`src/hdl/hcc_defines.svh`:
```
`ifndef HCC_DEFINES_SVH
`define HCC_DEFINES_SVH

// ----------------------------------------------------------------------------
// Register map
// ----------------------------------------------------------------------------
`define HCC_CONFIG_OFS   12'h000
`define HCC_STATUS_OFS   12'h004
`define HCC_CONFIG_RST   14'h0000

// ----------------------------------------------------------------------------
// Configuration fields
// ----------------------------------------------------------------------------
`define HCC_OFF_TIME_LSB   0
`define HCC_OFF_TIME_MSB   3
`define HCC_BLANK_SEL_LSB  4
`define HCC_BLANK_SEL_MSB  5
`define HCC_HYS_START_LSB  6
`define HCC_HYS_START_MSB  8
`define HCC_HYS_END_LSB    9
`define HCC_HYS_END_MSB    12
`define HCC_CHM_BIT        13

// ----------------------------------------------------------------------------
// Timing counts in system clocks, and the hysteresis end bias
// ----------------------------------------------------------------------------
`define HCC_SLOW_BASE    9'd12
`define HCC_SLOW_SHIFT   5
`define HCC_BLANK0       9'd16
`define HCC_BLANK1       9'd24
`define HCC_BLANK2       9'd36
`define HCC_BLANK3       9'd54
`define HCC_DEC_LAST     4'hf
`define HCC_END_BIAS     6'sd3

`endif

```
`src/hdl/hcc_pkg.sv`:
```
`default_nettype none
package hcc_pkg;
  // Gray codes along on, slow, fast, slow
  typedef enum logic [2:0] {
    HCC_IDLE  = 3'h0,
    HCC_ON    = 3'h1,
    HCC_SLOW1 = 3'h3,
    HCC_FAST  = 3'h2,
    HCC_SLOW2 = 3'h6
  } hcc_phase_t;
  typedef logic signed [5:0] hcc_hyst_t;
endpackage : hcc_pkg
`default_nettype wire

```
`src/hdl/hcc_top.sv`:
```
// Implementation choices: register access over APB and the address map.
`include "hcc_defines.svh"
`default_nettype none
module hcc_top (
  input  wire logic              clk_i,         // System clock, 200 MHz
  input  wire logic              arst_n_i,      // Async reset, active low
  input  wire logic              psel_i,        // APB select
  input  wire logic              penable_i,     // APB enable
  input  wire logic              pwrite_i,      // APB write
  input  wire logic [11:0]       paddr_i,       // APB byte address
  input  wire logic [31:0]       pwdata_i,      // APB write data
  output logic                   pready_o,      // APB ready
  output logic [31:0]            prdata_o,      // APB read data
  output logic                   pslverr_o,     // APB error on unmapped
  input  wire logic [1:0]        cmp_above_i,   // Per coil: current above band
  input  wire logic [1:0]        cmp_below_i,   // Per coil: current below band
  output logic [1:0]             bridge_en_o,   // Per coil: bridge enabled
  output logic [1:0]             drive_on_o,    // Per coil: on phase
  output logic [1:0]             drive_fast_o,  // Per coil: fast decay
  output logic [1:0]             drive_slow_o,  // Per coil: slow decay
  output hcc_pkg::hcc_hyst_t     hyst0_o,       // Coil 0 working hysteresis
  output hcc_pkg::hcc_hyst_t     hyst1_o,       // Coil 1 working hysteresis
  output hcc_pkg::hcc_phase_t    phase0_o,      // Coil 0 phase
  output hcc_pkg::hcc_phase_t    phase1_o       // Coil 1 phase
);
  import hcc_pkg::*;

  // --------------------------------------------------------------------------
  // APB slave
  // --------------------------------------------------------------------------
  logic [13:0] cfg_reg;
  logic [13:0] cfg_next;
  logic        sel_cfg;
  logic        sel_sts;
  logic [31:0] status;

  assign sel_cfg   = (paddr_i == `HCC_CONFIG_OFS);
  assign sel_sts   = (paddr_i == `HCC_STATUS_OFS);
  assign pready_o  = 1'b1;  // Zero wait states, no stall logic needed
  assign pslverr_o = psel_i & penable_i & ~(sel_cfg | sel_sts);

  // Read mux; unmapped reads return zero
  always_comb begin
    prdata_o = 32'h0000_0000;
    if (psel_i && !pwrite_i && sel_cfg) begin
      prdata_o = {18'h00000, cfg_reg};
    end else if (psel_i && !pwrite_i && sel_sts) begin
      prdata_o = status;
    end
  end

  // Write takes effect in the access cycle only
  always_comb begin
    cfg_next = cfg_reg;
    if (psel_i && penable_i && pwrite_i && sel_cfg) begin
      cfg_next = pwdata_i[13:0];
    end
  end

  always_ff @(posedge clk_i or negedge arst_n_i) begin
    if (!arst_n_i) begin
      cfg_reg <= `HCC_CONFIG_RST;
    end else begin
      cfg_reg <= cfg_next;
    end
  end

  // --------------------------------------------------------------------------
  // Decoded settings shared by both coils
  // --------------------------------------------------------------------------
  logic [3:0] off_time_setting;
  logic [1:0] blank_time_select;
  logic [2:0] hysteresis_start_offset;
  logic [3:0] hysteresis_end_value;
  logic       chop_mode;
  logic       run_ok;
  logic [8:0] slow_load;
  logic [8:0] blank_len;
  hcc_hyst_t  end_eff;
  hcc_hyst_t  start_eff;

  assign off_time_setting        = cfg_reg[`HCC_OFF_TIME_MSB:`HCC_OFF_TIME_LSB];
  assign blank_time_select       = cfg_reg[`HCC_BLANK_SEL_MSB:`HCC_BLANK_SEL_LSB];
  assign hysteresis_start_offset = cfg_reg[`HCC_HYS_START_MSB:`HCC_HYS_START_LSB];
  assign hysteresis_end_value    = cfg_reg[`HCC_HYS_END_MSB:`HCC_HYS_END_LSB];
  assign chop_mode               = cfg_reg[`HCC_CHM_BIT];
  // Constant off-time mode is not built, so that mode parks the bridge
  assign run_ok    = (off_time_setting != 4'h0) && !chop_mode;
  assign slow_load = `HCC_SLOW_BASE
                     + ({5'h00, off_time_setting} << `HCC_SLOW_SHIFT) - 9'd1;
  assign end_eff   = $signed({2'b00, hysteresis_end_value}) - `HCC_END_BIAS;
  assign start_eff = end_eff + $signed({3'b000, hysteresis_start_offset})
                     + 6'sd1;

  // Blank table
  always_comb begin
    unique case (blank_time_select)
      2'd0: blank_len = `HCC_BLANK0;
      2'd1: blank_len = `HCC_BLANK1;
      2'd2: blank_len = `HCC_BLANK2;
      2'd3: blank_len = `HCC_BLANK3;
    endcase
  end

  // --------------------------------------------------------------------------
  // Comparator synchronisers, three stages, change on stage 2/3 agreement
  // --------------------------------------------------------------------------
  logic [3:0] cmp_s1_reg;
  logic [3:0] cmp_s2_reg;
  logic [3:0] cmp_s3_reg;
  logic [3:0] cmp_reg;
  logic [3:0] cmp_next;

  always_comb begin
    cmp_next = cmp_reg;
    for (int b = 0; b < 4; b++) begin
      if (cmp_s2_reg[b] == cmp_s3_reg[b]) begin
        cmp_next[b] = cmp_s3_reg[b];
      end
    end
  end

  always_ff @(posedge clk_i or negedge arst_n_i) begin
    if (!arst_n_i) begin
      cmp_s1_reg <= 4'h0;
      cmp_s2_reg <= 4'h0;
      cmp_s3_reg <= 4'h0;
      cmp_reg    <= 4'h0;
    end else begin
      cmp_s1_reg <= {cmp_below_i, cmp_above_i};
      cmp_s2_reg <= cmp_s1_reg;
      cmp_s3_reg <= cmp_s2_reg;
      cmp_reg    <= cmp_next;
    end
  end

  // --------------------------------------------------------------------------
  // Per-coil chopper
  // --------------------------------------------------------------------------
  hcc_phase_t st_reg   [2];
  hcc_hyst_t  hyst_reg [2];

  // Each coil is a private copy with no shared state
  for (genvar c = 0; c < 2; c++) begin : g_coil
    hcc_phase_t st_next;
    logic [8:0] tmr_reg;
    logic [8:0] tmr_next;
    logic [3:0] div_reg;
    logic [3:0] div_next;
    hcc_hyst_t  hy_next;
    logic [8:0] len_reg;
    logic       above;
    logic       below;

    assign above = cmp_reg[c];
    assign below = cmp_reg[c+2];

    // Phase sequencer with one down timer for blank and off time
    always_comb begin
      st_next  = st_reg[c];
      tmr_next = (tmr_reg != 9'd0) ? tmr_reg - 9'd1 : 9'd0;
      unique case (st_reg[c])
        HCC_IDLE: begin
          if (run_ok) begin
            st_next  = HCC_ON;
            tmr_next = blank_len - 9'd1;
          end
        end
        HCC_ON: begin
          if (tmr_reg == 9'd0 && above) begin
            st_next  = HCC_SLOW1;
            tmr_next = slow_load;
          end
        end
        HCC_SLOW1: begin
          if (tmr_reg == 9'd0) begin
            st_next  = HCC_FAST;
            tmr_next = blank_len - 9'd1;
          end
        end
        HCC_FAST: begin
          if (tmr_reg == 9'd0 && below) begin
            st_next  = HCC_SLOW2;
            tmr_next = slow_load;
          end
        end
        HCC_SLOW2: begin
          if (tmr_reg == 9'd0) begin
            st_next  = HCC_ON;
            tmr_next = blank_len - 9'd1;
          end
        end
        default: begin
          st_next = HCC_IDLE;
        end
      endcase
      if (!run_ok) begin
        st_next  = HCC_IDLE;
        tmr_next = 9'd0;
      end
    end

    // Decrementer restarts with each cycle so steps align to the cycle start
    always_comb begin
      div_next = div_reg + 4'h1;
      hy_next  = hyst_reg[c];
      if (st_next == HCC_ON && st_reg[c] != HCC_ON) begin
        div_next = 4'h0;
        hy_next  = start_eff;
      end else if (st_reg[c] == HCC_IDLE) begin
        div_next = 4'h0;
      end else if (div_reg == `HCC_DEC_LAST && hyst_reg[c] > end_eff) begin
        hy_next  = hyst_reg[c] - 6'sd1;
      end
    end

    always_ff @(posedge clk_i or negedge arst_n_i) begin
      if (!arst_n_i) begin
        st_reg[c]   <= HCC_IDLE;
        tmr_reg     <= 9'd0;
        div_reg     <= 4'h0;
        hyst_reg[c] <= 6'sd0;
      end else begin
        st_reg[c]   <= st_next;
        tmr_reg     <= tmr_next;
        div_reg     <= div_next;
        hyst_reg[c] <= hy_next;
      end
    end

    // Phase outputs decoded from the state flops
    assign bridge_en_o[c]  = (st_reg[c] != HCC_IDLE);
    assign drive_on_o[c]   = (st_reg[c] == HCC_ON);
    assign drive_fast_o[c] = (st_reg[c] == HCC_FAST);
    assign drive_slow_o[c] = (st_reg[c] == HCC_SLOW1) || (st_reg[c] == HCC_SLOW2);

    // Checker helper: clocks spent in the current phase
    always_ff @(posedge clk_i or negedge arst_n_i) begin
      if (!arst_n_i) begin
        len_reg <= 9'd0;
      end else begin
        len_reg <= (st_next != st_reg[c]) ? 9'd0 : len_reg + 9'd1;
      end
    end

  end

  assign hyst0_o  = hyst_reg[0];
  assign hyst1_o  = hyst_reg[1];
  assign phase0_o = st_reg[0];
  assign phase1_o = st_reg[1];
  assign status   = {10'h000, hyst_reg[1], 2'b00, hyst_reg[0],
                     1'b0, st_reg[1], 1'b0, st_reg[0]};
endmodule : hcc_top
`default_nettype wire

```
`config.mk`:
```
export PLATFORM = sky130hd
export DESIGN_NAME = hcc_top
export DESIGN_NICKNAME = d
export VERILOG_FILES = /design/src/hdl/hcc_pkg.sv /design/src/hdl/hcc_top.sv
export VERILOG_INCLUDE_DIRS = /design/src /design/src/hdl
export SDC_FILE = /design/constraint.sdc
export NUM_CORES = 1
export LEC_CHECK = 0
export BUFFER_PORTS_ARGS = -buffer_cell sky130_fd_sc_hd__buf_2
export CORE_UTILIZATION = 25
export CTS_CLUSTER_DIAMETER = 80
export CTS_CLUSTER_SIZE = 10
export DETAILED_ROUTE_END_ITERATION = 12
export GPL_TIMING_DRIVEN = 0
export RECOVER_POWER = 25
export SLEW_MARGIN = 20
export SYNTH_ARGS = -nofsm -noshare
export SYNTH_HDL_FRONTEND = slang
export SYNTH_SLANG_ARGS = --single-unit
```
`constraint.sdc`:
```
create_clock -name clk_i -period 3.3 [get_ports clk_i]
set_clock_uncertainty 0.15 [all_clocks]
set_input_delay 0.66 -clock clk_i [delete_from_list [all_inputs] [get_ports clk_i]]
set_output_delay 0.66 -clock clk_i [all_outputs]
set_load 0.005 [all_outputs]
```
==> impl_results.md <==
- Critical path type: input port to output pin
- Overall routing resource usage: 14.6%
- Status: complete, but fails checks
- Top achievable clock speed: 312 MHz
- Storage cell area: 0.00185 mm2
- Port Buffer Count: 80
- Number of flip-flops in the largest register: 18
- Routed Antenna Nets: 0
- First-pass GRT wire length: 20500 um
- Setup TNS Final: 0 ns
- WL/cell: 15.8 um
- Fin crit share: 97.0%
- Largest net degree at the start of global routing: 45
- RSZ-0062 raised after global routing: no
- Rows: 49
- CP endpoint kind: output pin
- Total grt overflow: 0
- Reg clk slew, reported paths: 0.06 ns
- Critical path startpoint category: input port
- Crit path max-delay family: buffers and inverters
- HPWL Detailed: 9890 um
- Die Y: 138 um
- Clock Tree Buf Depth: 2
- Async S/R FF share, synth: 100%
- Pre-antenna DRT Iters: 4
- # diodes: 0
- Ranking of synthesized cells by area: dfrtp_1, ha_1, nor2_1, mux2_2, mux2i_1
- Clk Latency, worst-skew pair: 0.35 ns
- CP required: 2.49 ns
- Buffers & Inverters on Critical Path: 3
- Yosys warnings: 0
- # fillers: 1893
- Syn_area_per_cell: 9.64 um2
- Die X: 138 um
- PnR worst setup slack: 0.0974 ns
- Total length of routed wires: 13000 um
- Vias/cell: 4.79
- Setup Viol. Count Final: 0
- Core Area: 0.0180 mm2
- Final-report hold violation count: 0
- CTS H-Tree Depth: 3
- CTS Sinks: 74
- Pwr Total: 2.19 mW
- Clock root buffer: clkbuf_16
- Worst Max-Slew Pin Slew: 1.89 ns
- Pre-CTS setup slack: -0.107 ns
- Detailed Route Iter0 Violations: 179
- Mapped cell area: 0.00462 mm2
- Total power divided by cell area: 382 mW/mm2
- Die area: 0.0190 mm2
- Max Fanout on Critical Path: 10
- VDD IR max: 259 uV
- Final min period: 3.20 ns
- CP cell instances: clkbuf_1 > clkbuf_1 > mux2i_1 > nor2_1 > buf_2
- Initial antenna violation count: 0
- Layout cells sized above 1: 26.1%
- Synth-to-layout area growth: 24.1%
- Io pins: 113
- #FFs+latches synth: 74
- Max Cap Viol: 1
- CP Data Arrival Time: 2.39 ns
- Placer congestion estimate: 0.824
- Slew HR: -26.2%
- Synth area leader: dfrtp_1
- Final net count: 661
- HP Class: flip-flop to flip-flop
- Max Slew Vio Count: 31
- Vias in the first global route: 3819
- Netlist cell types: 64
- Critical path's slowest cell: clkbuf_1
- Lkg Pwr: 2.80 nW
- Hold_buf cts: 0
- Vias: 3925
- Area of the multi-input gates: 0.00252 mm2
- Critical path's most frequent cell: clkbuf_1
- Design area: 0.00573 mm2
- Sequential cell area fraction in the yosys report: 40.1%
- CTS buffer count: 9
- Post-Syn Instances: 479
- Post-DP Area: 0.00538 mm2
- Share of the synthesized area in the top cell type: 40.1%
- Primary FF master, synth: dfrtp_1
- Failing checks: capacitance limit, slew limit
- DRC: 0
- EDFF count, synth: 0
- CP max stage delay: 0.76 ns
- TritonCTS clock tree: built
- Initial Util: 25.6%
[cells in the mapped netlist, types with 8 or more instances]
master,instances
clkbuf_1,8
o21ai_0,14
nor3_1,12
a21oi_1,17
dfrtp_1,74
nor2b_1,12
nor2_1,55
buf_4,14
a211oi_1,8
xnor2_1,14
ha_1,22
mux2_2,16
a21o_1,13
mux2i_1,17
nand2_1,25
inv_1,25
nand3_1,14
[layout by cell type (no fill, tap or decap), types with 6 or more instances in the layout]
master,n
conb_1,13
xnor2_1,14
dfrtp_1,74
ha_1,22
mux2i_1,17
a211oi_1,6
nor4_1,7
a21o_1,13
nor3_1,12
a21oi_1,17
inv_1,25
buf_4,17
nor2_1,55
a31oi_1,7
nand2b_1,6
buf_2,81
clkbuf_1,9
nor2b_1,12
o21ai_0,14
nand3_1,14
xor2_1,7
mux2_2,16
nand2_1,25
clkbuf_16,9
[per-stage QoR]
| stage | util (%) | cells | hold WS (ns) |
|---|---|---|---|
| after floorplan | - | 490 | 0.181 |
| after detailed placement | 29.8 | 800 | 0.190 |
| final | 31.8 | 819 | 0.200 |
| after CTS | 31.7 | 819 | 0.109 |
| after global routing | 31.8 | 819 | 0.208 |
| after global placement | 29.7 | 799 | 0.182 |
[per-layer routing]
layer / wire length, um / global-route usage (%)
met1: 6340 / 20.3
met2: 5630 / 21.4
met3: 865 / 4.82
met4: 139 / 3.86
met5: 0 / 0
[what timing repair did]
| item | in CTS | in global routing |
|---|---|---|
| resized for setup | 1 | 5 |
| buffers inserted | 3 | 0 |
| hold endpoints to repair | 0 | 0 |
| setup endpoints to repair | 9 | 8 |
| pin swaps | 1 | 0 |
[kinds of logic (layout without fill, tap and decap cells)]
logic type      Yosys count  count (layout)  synth area share [%]
compound gates           98              98                  15.1
xor+xnor                 21              21                  3.98
fa+ha+maj                27              27                  7.26
buf+inv                  55             155                  6.77
flops                    74              74                  40.1
mux                      33              33                  7.59
other cells               2              13                 0.163
simple gates            169             169                  19.1
[layout make-up]
| type | count | share of cell area, % |
|---|---|---|
| buffer | 30 | 3.84 |
| clock buffer | 11 | 4.24 |
| clock inverter | 5 | 1.09 |
| inverter | 25 | 1.64 |
| multi-input combinational | 361 | 44.0 |
| sequential | 74 | 32.3 |
| tap | 229 | 5.00 |
| timing repair buffer | 84 | 7.84 |
[power by group]
part	total (mW)	leakage [nW]	switching [mW]	internal, mW
clock network	1.03	0.142	0.419	0.611
logic	0.191	1.67	0.101	0.0897
registers	0.968	0.994	0.0338	0.934
total	2.19	2.80	0.554	1.63
[worst paths after layout]
kind	start	endpoint	slack [ns]	cells past startpoint
min reg2reg	cmp_s1_reg[3]	cmp_s2_reg[3]	0.20	0
min in group asynchronous	arst_n_i	g_coil[1].div_reg[3]	0.68	1
max in group asynchronous	arst_n_i	cfg_reg[11]	1.23	1
max reg2reg	cfg_reg[9]	hyst1_o[1]	0.20	8
max	paddr_i[2]	prdata_o[11]	0.1	5
min	cmp_s1_reg[3]	cmp_s2_reg[3]	0.20	0
(Power assumes the default switching activity.)
